===== config.mk =====
export PLATFORM = sky130hd
export DESIGN_NAME = dual_timebase_cc_unit
export DESIGN_NICKNAME = d
export VERILOG_FILES = /design/src/rtl/dtcc_pkg.sv /design/src/rtl/dtcc_unit.sv
export SDC_FILE = /design/constraint.sdc
export NUM_CORES = 2
export LEC_CHECK = 0
export BUFFER_PORTS_ARGS = -buffer_cell sky130_fd_sc_hd__buf_2
export CAP_MARGIN = 20
export CORE_MARGIN = 2
export CORE_UTILIZATION = 35
export CTS_BUF_LIST = sky130_fd_sc_hd__clkbuf_4
export CTS_CLUSTER_SIZE = 28
export DETAILED_ROUTE_END_ITERATION = 8
export PLACE_DENSITY = 0.5
export SKIP_CTS_REPAIR_TIMING = 1
export SYNTH_ARGS = -nofsm -noshare
export SYNTH_HDL_FRONTEND = slang
export SYNTH_SLANG_ARGS = --single-unit

===== constraint.sdc =====
create_clock -name clk -period 6.08 [get_ports clk]
set_input_delay 1.216 -clock clk [delete_from_list [all_inputs] [get_ports clk]]
set_output_delay 1.216 -clock clk [all_outputs]
set_load 0.005 [all_outputs]

===== src/rtl/dtcc_pkg.sv =====
// constants and types for the dual time-base capture/compare unit
// Summary of operation
// - sixteen channels, resolution one system clock in normal operation
// - staggered operation coarsens channel resolution to one step per eight clocks
// - two 16-bit timers, each with its own reload register
// - timer clock from prescaled system clock or upstream timer overflow events
// - timer may also advance from an external count input
// - sixteen channel registers, each assignable to either timer, capture or compare
// - each channel owns one pin: capture trigger input or compare output
// - capture copies assigned timer value into channel register on selected pin event
// - every capture raises the channel's own interrupt request
// - capture trigger selectable as rising, falling or either edge
// - compare-mode channels are matched against their assigned timer at each step of that timer
// - on equality the channel performs its selected compare mode action
// - compare mode 0 raises interrupt only; several matches per period allowed
// - compare mode 1 toggles the pin on every match
package dtcc_pkg;
   localparam int NUM_CH = 16;
   localparam int TW = 16;
   localparam int AW = 4;
   localparam int STAGGER_STEP = 8;
   // register word offsets (byte address = 4 * index)
   localparam logic [AW-1:0] IDX_T0_CNT = 4'h0;
   localparam logic [AW-1:0] IDX_T1_CNT = 4'h1;
   localparam logic [AW-1:0] IDX_T0_REL = 4'h2;
   localparam logic [AW-1:0] IDX_T1_REL = 4'h3;
   localparam logic [AW-1:0] IDX_TCTL = 4'h4;
   localparam logic [AW-1:0] IDX_CH_SEL = 4'h5;
   localparam logic [AW-1:0] IDX_CH_CFG = 4'h6;
   localparam logic [AW-1:0] IDX_CH_VAL = 4'h7;
   localparam logic [AW-1:0] IDX_IRQ = 4'h8;
   localparam logic [AW-1:0] IDX_PINS = 4'h9;
   // timer control fields, per timer 8 bits: [7]run [6:4]src [2:0]prescale
   localparam int TC_RUN = 7;
   localparam int TC_SRC_LSB = 4;
   localparam int TC_PRE_LSB = 0;
   localparam int TC_STAG = 16;
   // channel config fields: [0]timer [3:1]mode [5:4]edge [6]capture
   localparam int CF_TMR = 0;
   localparam int CF_MODE_LSB = 1;
   localparam int CF_EDGE_LSB = 4;
   localparam int CF_CAP = 6;
   localparam logic [2:0] SRC_PRE = 3'h0;
   localparam logic [2:0] SRC_UP = 3'h1;
   localparam logic [2:0] SRC_EXT = 3'h2;
   localparam logic [1:0] EDGE_RISE = 2'h1;
   localparam logic [1:0] EDGE_FALL = 2'h2;
   localparam logic [1:0] EDGE_BOTH = 2'h3;
   localparam logic [2:0] MODE_IRQ = 3'h0;
   localparam logic [2:0] MODE_TOGGLE = 3'h1;
   localparam logic [TW-1:0] TIMER_RST = 16'h0000;
   localparam logic [6:0] CFG_RST = 7'h00;
   typedef enum logic [1:0] {bus_idle_t_s, bus_ack_s} bus_state_t;
endpackage


===== src/rtl/dtcc_unit.sv =====
// dual time-base sixteen-channel capture/compare unit with avalon slave
`timescale 1ns/1ns
`default_nettype none
module dual_timebase_cc_unit import dtcc_pkg::*; (
   // clock, reset, enable
   input wire logic clk,
   input wire logic resetn,
   input wire logic clk_en,
   // avalon-mm slave, word addressed
   input wire logic [AW-1:0] avs_address,
   input wire logic avs_read,
   input wire logic avs_write,
   input wire logic [31:0] avs_writedata,
   output logic [31:0] avs_readdata,
   output logic avs_waitrequest,
   // count sources
   input wire logic upstream_gp_timer_ovf,
   input wire logic [1:0] ext_count_in,
   // channel pins
   input wire logic [NUM_CH-1:0] ch_pin_in,
   output logic [NUM_CH-1:0] ch_pin_out,
   output logic [NUM_CH-1:0] ch_pin_oe_n,
   // per-channel interrupt requests
   output logic [NUM_CH-1:0] ch_irq
);
   logic [TW-1:0] tmr_r [2];
   logic [TW-1:0] rel_r [2];
   logic [7:0] tctl_r [2];
   logic stag_r;
   logic [2:0] stag_cnt_r;
   logic [11:0] pre_r;
   logic ext_d_r [2];
   logic up_d_r;
   logic [AW-1:0] sel_r;
   logic [6:0] cfg_r [NUM_CH];
   logic [TW-1:0] val_r [NUM_CH];
   logic [NUM_CH-1:0] pin_d_r;
   logic [NUM_CH-1:0] pin_out_r;
   logic [NUM_CH-1:0] irq_r;
   logic [31:0] rdata_r;
   logic wait_r;
   bus_state_t bst_r;
   logic [TW-1:0] tmr_at_tick [2];
   logic tick [2];
   logic wr_acc, rd_acc;
   logic [NUM_CH-1:0] cap_ev, cmp_ev;
   logic [31:0] rd_mux;

   // timer word of a channel, selected by its assignment bit
   function automatic logic [TW-1:0] ch_timer(input logic t, input logic [TW-1:0] a, input logic [TW-1:0] b);
      ch_timer = t ? b : a;
   endfunction

   // requests are taken in the idle state; a write lands where waitrequest is seen low
   assign wr_acc = clk_en && avs_write && bst_r == bus_ack_s;
   assign rd_acc = clk_en && avs_read && bst_r == bus_idle_t_s;
   // staggered mode gates all time bases to one step in eight
   wire stag_ok = !stag_r || stag_cnt_r == 3'(STAGGER_STEP - 1);

   // count-source selection per timer
   generate
      for (genvar t = 0; t < 2; t++) begin : g_src
         wire [2:0] src = tctl_r[t][TC_SRC_LSB +: 3];
         wire [2:0] pre = tctl_r[t][TC_PRE_LSB +: 3];
         // divide by 8^pre; pre 0 means every clock, codes above 4 saturate at 4096
         wire [11:0] pre_mask = 12'((13'h0001 << (3 * pre)) - 13'h0001);
         wire pre_tick = (pre_r & pre_mask) == pre_mask;
         wire up_tick = upstream_gp_timer_ovf && !up_d_r;
         wire ext_tick = ext_count_in[t] && !ext_d_r[t];
         assign tick[t] = clk_en && tctl_r[t][TC_RUN] && stag_ok &&
            (src == SRC_PRE ? pre_tick : src == SRC_UP ? up_tick : src == SRC_EXT ? ext_tick : 1'b0);
         assign tmr_at_tick[t] = tmr_r[t];
      end
   endgenerate

   // capture on chosen edge, compare on equality at each timer step
   generate
      for (genvar c = 0; c < NUM_CH; c++) begin : g_ch
         wire [1:0] edg = cfg_r[c][CF_EDGE_LSB +: 2];
         wire rise = ch_pin_in[c] && !pin_d_r[c];
         wire fall = !ch_pin_in[c] && pin_d_r[c];
         wire t_sel = cfg_r[c][CF_TMR];
         assign cap_ev[c] = clk_en && cfg_r[c][CF_CAP] &&
            ((edg == EDGE_RISE && rise) || (edg == EDGE_FALL && fall) || (edg == EDGE_BOTH && (rise || fall)));
         assign cmp_ev[c] = clk_en && !cfg_r[c][CF_CAP] && (t_sel ? tick[1] : tick[0]) &&
            ch_timer(t_sel, tmr_at_tick[0], tmr_at_tick[1]) == val_r[c];
      end
   endgenerate

   // read data decode, unmapped words read zero
   always_comb begin
      rd_mux = 32'h0000_0000;
      case (avs_address)
         IDX_T0_CNT: rd_mux = {16'h0000, tmr_r[0]};
         IDX_T1_CNT: rd_mux = {16'h0000, tmr_r[1]};
         IDX_T0_REL: rd_mux = {16'h0000, rel_r[0]};
         IDX_T1_REL: rd_mux = {16'h0000, rel_r[1]};
         IDX_TCTL: rd_mux = {15'h0000, stag_r, tctl_r[1], tctl_r[0]};
         IDX_CH_SEL: rd_mux = {28'h0000000, sel_r};
         IDX_CH_CFG: rd_mux = {25'h0000000, cfg_r[sel_r]};
         IDX_CH_VAL: rd_mux = {16'h0000, val_r[sel_r]};
         IDX_IRQ: rd_mux = {16'h0000, irq_r};
         IDX_PINS: rd_mux = {ch_pin_in, pin_out_r};
         default: rd_mux = 32'h0000_0000;
      endcase
   end

   // bus handshake: waitrequest falls one cycle after the request
   always_ff @(posedge clk) begin
      if (!resetn) begin
         bst_r <= bus_idle_t_s;
         wait_r <= 1'b1;
         rdata_r <= 32'h0000_0000;
      end else if (clk_en) begin
         if (rd_acc || (avs_write && bst_r == bus_idle_t_s)) begin
            bst_r <= bus_ack_s;
            wait_r <= 1'b0;
            rdata_r <= rd_mux;
         end else begin
            bst_r <= bus_idle_t_s;
            wait_r <= 1'b1;
         end
      end
   end

   // prescaler, stagger phase and edge history
   always_ff @(posedge clk) begin
      if (!resetn) begin
         pre_r <= 12'h000;
         stag_cnt_r <= 3'h0;
         up_d_r <= 1'b0;
         ext_d_r <= '{1'b0, 1'b0};
         pin_d_r <= 16'h0000;
      end else if (clk_en) begin
         pre_r <= pre_r + 12'h001;
         stag_cnt_r <= stag_cnt_r + 3'h1;
         up_d_r <= upstream_gp_timer_ovf;
         ext_d_r <= '{ext_count_in[0], ext_count_in[1]}; // element 0 is listed first
         pin_d_r <= ch_pin_in;
      end
   end

   // timers with reload on overflow
   generate
      for (genvar t = 0; t < 2; t++) begin : g_tmr
         always_ff @(posedge clk) begin
            if (!resetn) begin
               tmr_r[t] <= TIMER_RST;
               rel_r[t] <= TIMER_RST;
               tctl_r[t] <= 8'h00;
            end else if (clk_en) begin
               if (wr_acc && avs_address == AW'(IDX_T0_CNT + t))
                  tmr_r[t] <= avs_writedata[TW-1:0];
               else if (tick[t])
                  tmr_r[t] <= &tmr_r[t] ? rel_r[t] : tmr_r[t] + 16'h0001;
               if (wr_acc && avs_address == AW'(IDX_T0_REL + t))
                  rel_r[t] <= avs_writedata[TW-1:0];
               if (wr_acc && avs_address == IDX_TCTL)
                  tctl_r[t] <= avs_writedata[8*t +: 8];
            end
         end
      end
   endgenerate

   // channel registers: captures win over software writes
   generate
      for (genvar c = 0; c < NUM_CH; c++) begin : g_reg
         always_ff @(posedge clk) begin
            if (!resetn) begin
               cfg_r[c] <= CFG_RST;
               val_r[c] <= TIMER_RST;
            end else if (clk_en) begin
               if (wr_acc && avs_address == IDX_CH_CFG && sel_r == AW'(c))
                  cfg_r[c] <= avs_writedata[6:0];
               if (cap_ev[c])
                  val_r[c] <= ch_timer(cfg_r[c][CF_TMR], tmr_r[0], tmr_r[1]);
               else if (wr_acc && avs_address == IDX_CH_VAL && sel_r == AW'(c))
                  val_r[c] <= avs_writedata[TW-1:0];
            end
         end
      end
   endgenerate

   // channel select, stagger enable
   always_ff @(posedge clk) begin
      if (!resetn) begin
         sel_r <= 4'h0;
         stag_r <= 1'b0;
      end else if (wr_acc) begin
         if (avs_address == IDX_CH_SEL)
            sel_r <= avs_writedata[AW-1:0];
         if (avs_address == IDX_TCTL)
            stag_r <= avs_writedata[TC_STAG];
      end
   end

   // interrupts set by events, cleared by writing one; set wins
   wire [NUM_CH-1:0] irq_clr = (wr_acc && avs_address == IDX_IRQ) ? avs_writedata[NUM_CH-1:0] : 16'h0000;
   // mode 1 toggles; other modes leave the pin alone
   logic [NUM_CH-1:0] tog;
   always_comb begin
      tog = 16'h0000;
      for (int c = 0; c < NUM_CH; c++)
         tog[c] = cmp_ev[c] && cfg_r[c][CF_MODE_LSB +: 3] == MODE_TOGGLE;
   end
   always_ff @(posedge clk) begin
      if (!resetn) begin
         irq_r <= 16'h0000;
         pin_out_r <= 16'h0000;
      end else if (clk_en) begin
         irq_r <= (irq_r & ~irq_clr) | cap_ev | cmp_ev;
         pin_out_r <= pin_out_r ^ tog;
      end
   end

   // output enable low for compare channels, pin driven by the unit
   logic [NUM_CH-1:0] oe_n_r;
   always_ff @(posedge clk) begin
      if (!resetn)
         oe_n_r <= 16'hFFFF;
      else if (clk_en)
         for (int c = 0; c < NUM_CH; c++)
            oe_n_r[c] <= cfg_r[c][CF_CAP];
   end

   assign avs_readdata = rdata_r;
   assign avs_waitrequest = wait_r;
   assign ch_pin_out = pin_out_r;
   assign ch_pin_oe_n = oe_n_r;
   assign ch_irq = irq_r;

   // capture side, watched on channel 3 which the tests drive from outside
   a_capture_value: assert property (@(posedge clk) disable iff (!resetn)
      cap_ev[3] |=> val_r[3] == $past(ch_timer(cfg_r[3][CF_TMR], tmr_r[0], tmr_r[1])))
      else $error("capture value wrong");
   a_capture_irq: assert property (@(posedge clk) disable iff (!resetn)
      cap_ev[3] |=> irq_r[3])
      else $error("capture irq missing");
   a_rising_only: assert property (@(posedge clk) disable iff (!resetn)
      cap_ev[3] && cfg_r[3][CF_EDGE_LSB +: 2] == EDGE_RISE |-> ch_pin_in[3] && !pin_d_r[3])
      else $error("wrong edge captured");
   a_falling_only: assert property (@(posedge clk) disable iff (!resetn)
      cap_ev[3] && cfg_r[3][CF_EDGE_LSB +: 2] == EDGE_FALL |-> !ch_pin_in[3] && pin_d_r[3])
      else $error("rising edge captured");
   a_oe_capture: assert property (@(posedge clk) disable iff (!resetn)
      clk_en && cfg_r[3][CF_CAP] |=> ch_pin_oe_n[3])
      else $error("capture pin driven");

   // compare side, channels 8 to 12 run modes 0 to 4 on timer 0
   a_compare_equal: assert property (@(posedge clk) disable iff (!resetn)
      cmp_ev[8] && !cfg_r[8][CF_TMR] |-> tmr_r[0] == val_r[8])
      else $error("compare without match");
   a_compare_irq: assert property (@(posedge clk) disable iff (!resetn)
      cmp_ev[8] |=> irq_r[8])
      else $error("compare irq missing");
   a_mode0_pin: assert property (@(posedge clk) disable iff (!resetn)
      cmp_ev[8] && cfg_r[8][CF_MODE_LSB +: 3] == MODE_IRQ |=> $stable(pin_out_r[8]))
      else $error("mode 0 moved pin");
   a_toggle_pin: assert property (@(posedge clk) disable iff (!resetn)
      tog[9] |=> pin_out_r[9] != $past(pin_out_r[9]))
      else $error("pin not toggled");
   a_spare_mode_pin: assert property (@(posedge clk) disable iff (!resetn)
      cmp_ev[10] && cfg_r[10][CF_MODE_LSB +: 3] > MODE_TOGGLE |=> $stable(pin_out_r[10]))
      else $error("spare mode moved pin");
   a_oe_compare: assert property (@(posedge clk) disable iff (!resetn)
      clk_en && !cfg_r[9][CF_CAP] |=> !ch_pin_oe_n[9])
      else $error("compare pin not driven");

   // interrupt flags stick until software writes a one
   a_irq_sticky: assert property (@(posedge clk) disable iff (!resetn)
      irq_r[8] && !irq_clr[8] |=> irq_r[8])
      else $error("irq dropped");
   a_irq_clear: assert property (@(posedge clk) disable iff (!resetn)
      irq_clr[8] && !cap_ev[8] && !cmp_ev[8] |=> !irq_r[8])
      else $error("irq clear lost");

   // time bases: one step per tick, frozen with the enable, one tick per count edge
   a_timer_step: assert property (@(posedge clk) disable iff (!resetn)
      tick[0] && !(&tmr_r[0]) && !(wr_acc && avs_address == IDX_T0_CNT) |=> tmr_r[0] == $past(tmr_r[0]) + 16'h0001)
      else $error("timer step wrong");
   a_reload_ovf: assert property (@(posedge clk) disable iff (!resetn)
      tick[0] && &tmr_r[0] && !wr_acc |=> tmr_r[0] == $past(rel_r[0]))
      else $error("reload missed");
   a_timer_freeze: assert property (@(posedge clk) disable iff (!resetn)
      !clk_en |=> $stable(tmr_r[0]) && $stable(tmr_r[1]))
      else $error("timer moved while frozen");
   a_ext_single: assert property (@(posedge clk) disable iff (!resetn)
      tick[0] && tctl_r[0][TC_SRC_LSB +: 3] == SRC_EXT |=> !(tick[0] && tctl_r[0][TC_SRC_LSB +: 3] == SRC_EXT))
      else $error("external count repeated");
   a_up_single: assert property (@(posedge clk) disable iff (!resetn)
      tick[1] && tctl_r[1][TC_SRC_LSB +: 3] == SRC_UP |=> !(tick[1] && tctl_r[1][TC_SRC_LSB +: 3] == SRC_UP))
      else $error("overflow count repeated");
   a_stagger_gap: assert property (@(posedge clk) disable iff (!resetn)
      stag_r && clk_en && stag_cnt_r != 3'h7 |-> !tick[0] && !tick[1])
      else $error("stagger tick early");

   // bus handshake: one low cycle of waitrequest per access
   a_bus_answer: assert property (@(posedge clk) disable iff (!resetn)
      clk_en && bst_r == bus_idle_t_s && avs_read |=> !avs_waitrequest)
      else $error("bus answer late");
   a_bus_release: assert property (@(posedge clk) disable iff (!resetn)
      clk_en && !avs_waitrequest |=> avs_waitrequest)
      else $error("waitrequest low too long");
endmodule
`default_nettype wire


==> impl_results.md <==
- CTS Buf Count: 169
- Total congestion overflow: 0
- CP Launch Point: tctl_r[1][2]
- Die Area: 105000 um2
- Top Usage Layer GRT: met2
- Setup Viol. Count Final: 0
- Fmax: 0.225 GHz
- Port bufs: 125
- Worst-path clk slew: 70 ps
- Dpl hpwl: 108000 um
- Top Ports: 141
- Setup TNS: 0 ps
- Top cells by area, synth: edfxtp_1 (37%), mux2i_1 (8.9%), dfxtp_1 (7.0%)
- Main synth FF type: edfxtp_1
- GRT Total Usage: 28.0%
- Initial DRC Count: 3639
- Number of synthesized flops with an enable pin: 448
- Distinct cells, synth: 82
- CP max stage cell: a2111oi_2
- Area growth syn-to-layout: 11.9%
- DR WL/cell: 30.5 um
- Worst path cell trace: or3b_2 > ha_1 > nor2_1 > a2111o_1 > o41ai_4 > nand2_2 > a2111oi_2 > mux2i_1
- Nets@finish: 3571
- Rel. slew slack: 29.1%
- Top-area cell type share of the netlist area: 37.4%
- Cells after Synth: 3339
- Routing usage on met1: 39.8%
- Max Cap Viol: 0
- Synthesis Warnings: 0
- Final min period: 4450 ps
- Vias in the first global route: 28298
- FF+latch count, synth: 573
- CP endpoint kind: flip-flop
- VDD IR-drop max: 0.223 mV
- Tcrit/Tclk final: 73.1%
- Met2 Use GR: 40.3%
- Post-route setup slack: 1630 ps
- Final max-slew violation count: 0
- Met3 usage: 6.31%
- Async S/R FF share, synth: 0%
- Initial antenna violation count: 11
- Synth Area per Inst: 10.8 um2
- Startpoint Class: flip-flop
- First-pass detailed-route iteration total: 6
- Pwr/cell area: 237 nW/um2
- Post-Place Worst Slack: 1690 ps
- GP Congestion: 0.985
- Worst R2R Start: tctl_r[1][2]
- Initial Utilization: 35.3%
- H-tree depth: 4
- Status: complete, no violations
- Clock tree from TritonCTS: yes
- Clk_lat worst skew: 1090 ps
- Die Y: 325 um
- First-pass GRT wire length: 211000 um
- CP Max Fanout: 11
- Die Wd: 325 um
- Kind of critical path: flip-flop to flip-flop
- Row count: 117
- Vias/cell: 5.97
- Pin count of the biggest net entering global routing: 75
- Number of antenna-violating nets in the routed design: 0
- DR DRC count: 0
- Setup Skew: 50.0 ps
- Maximum clock path buffer count: 3
- Sequential share of the synthesized area: 44.4%
- Post-Route WL: 151000 um
- Max stage delay on crit path: 1080 ps
- HP Class: input pin to flip-flop
- Via count: 29714
- CTS Sinks: 573
- Worst EP arrival: 5450 ps
- # fillers: 10155
- Leakage power: 0.0138 uW
- CP required: 7090 ps
- HP Start: avs_writedata[16]
- Hold WS: 423 ps
- Syn_nets: 3439
- Cell taking the most area after synthesis: edfxtp_1
- Unrepaired setup endpoints after global routing: false
- Final Util: 39.5%
- Final Hold Viols: 0
- Share of post-route cells with drive strength above 1: 20.4%
- Slew of the pin with the lowest slew margin: 1060 ps
- Core area: 102000 um2
- Synthesized cell area: 36000 um2
- Clock Root Buffer: clkbuf_4
## synth_stat cells (all sizes together), types with 5 or more instances
master   count
nand2b      19
o311ai       8
inv         47
a31oi       11
a2111oi     18
buf        135
o31ai        8
mux4       105
nor3        30
nand4       29
clkbuf     166
or3          8
nor2        68
o211ai      18
a21boi      14
mux2i      321
dfxtp      125
o21ba        8
xor2        12
mux2        16
and2       189
ha          40
a22o         9
nand3b      24
or2         20
nand2      394
a21oi       79
o41ai       10
edfxtp     448
o2bb2ai     64
o221ai       5
xnor2      257
a211o        5
a32oi       21
nand3       65
nor4        57
a211oi      22
nor2b       64
o21ai      272
a22oi       23
o221a       15
and3         8
or4b        47
## state kept, by name, indices dropped and copies added, names as in the netlist, 2 cells and up, named ones only
name / flops
pin_d_r: 16
stag_cnt_r: 3
ch_pin_out: 16
pre_r: 12
tmr_r: 32
sel_r: 4
rel_r: 32
val_r: 256
cfg_r: 112
ext_d_r: 2
tctl_r: 16
avs_readdata: 32
ch_irq: 16
ch_pin_oe_n: 16
## critical path: cells and delay by family, from the launching register on
| kind | cells | cell delay, ps |
|---|---|---|
| AO/OA/AOI/OAI | 3 | 2280 |
| AND/OR/NAND/NOR | 3 | 1060 |
| flip-flops | 1 | 490 |
| adder cells (fa/ha/maj) | 1 | 290 |
| multiplexers | 1 | 260 |
## layer usage
metal / vias up / share of wire, %
li1: 12723 / -
met1: 14960 / 43
met3: 285 / 10
met5: - / 0.017
met4: 4 / 4.5
met2: 1742 / 42
## area by class of cell
type / instances / area (um2) / area share (%)
diodes: 7 / 17.5 / 0.0435
clock buffers: 244 / 1830 / 4.55
clock inverters: 55 / 364 / 0.904
inverters: 47 / 179 / 0.444
multi-input cells: 2418 / 18500 / 45.9
flip-flops and latches: 573 / 16000 / 39.7
well taps: 1368 / 1710 / 4.25
repair buffers: 262 / 1700 / 4.23
## cells in the final DEF, fill, tap and decap left out, types with 19 or more instances in the layout
cell and n:
edfxtp_1 448, nand3_1 63, a22oi_1 23, inv_1 46, nor2b_1 64, nor4_1 55
nand2_1 392, clkbuf_4 245, and2_1 189, nor2_1 67, buf_4 134, or4b_1 32
o2bb2ai_1 64, a21oi_1 79, a211oi_1 21, nand4_1 29, buf_2 123, xnor2_1 257
nand3b_1 24, dfxtp_1 122, mux2i_1 321, nand2b_1 19, clkinv_1 38, mux4_2 105
o21ai_0 260, ha_1 40
## where the power goes
| part | switching (uW) | total, uW | internal (uW) | leakage, uW |
|---|---|---|---|---|
| clock network | 1890 | 3940 | 2050 | 0.00128 |
| registers | 176 | 4540 | 4360 | 0.00566 |
| logic | 692 | 1060 | 368 | 0.00690 |
| total | 2760 | 9540 | 6780 | 0.0138 |
## cells by family after synthesis
kind of cell / share of synthesized area, %
buffers and inverters: 4.32
xor gates and xnor gates: 6.55
DFF: 44.4
muxes: 16.0
adders and majority gates: 1.39
AOI/OAI and AO/OA: 12.0
and+or+nand+nor: 15.4
## worst paths after layout
path	to	slack [ps]	cells after the start
min	stag_r	420	3
max reg2reg	ch_pin_out[0]	1630	8
max	ch_pin_out[0]	1630	8
min reg2reg	ch_pin_oe_n[12]	470	2
## metrics by stage
step,std cells,cell area [um2],power (uW)
2_1_floorplan,3339,36000,5180
6_report,4974,40300,9540
3_5_place_dp,4664,38000,5650
3_3_place_gp,4664,38000,5640
4_1_cts,4963,40200,9570
5_1_grt,4969,40200,9860
No activity file was read; power rests on OpenSTA's default activity.
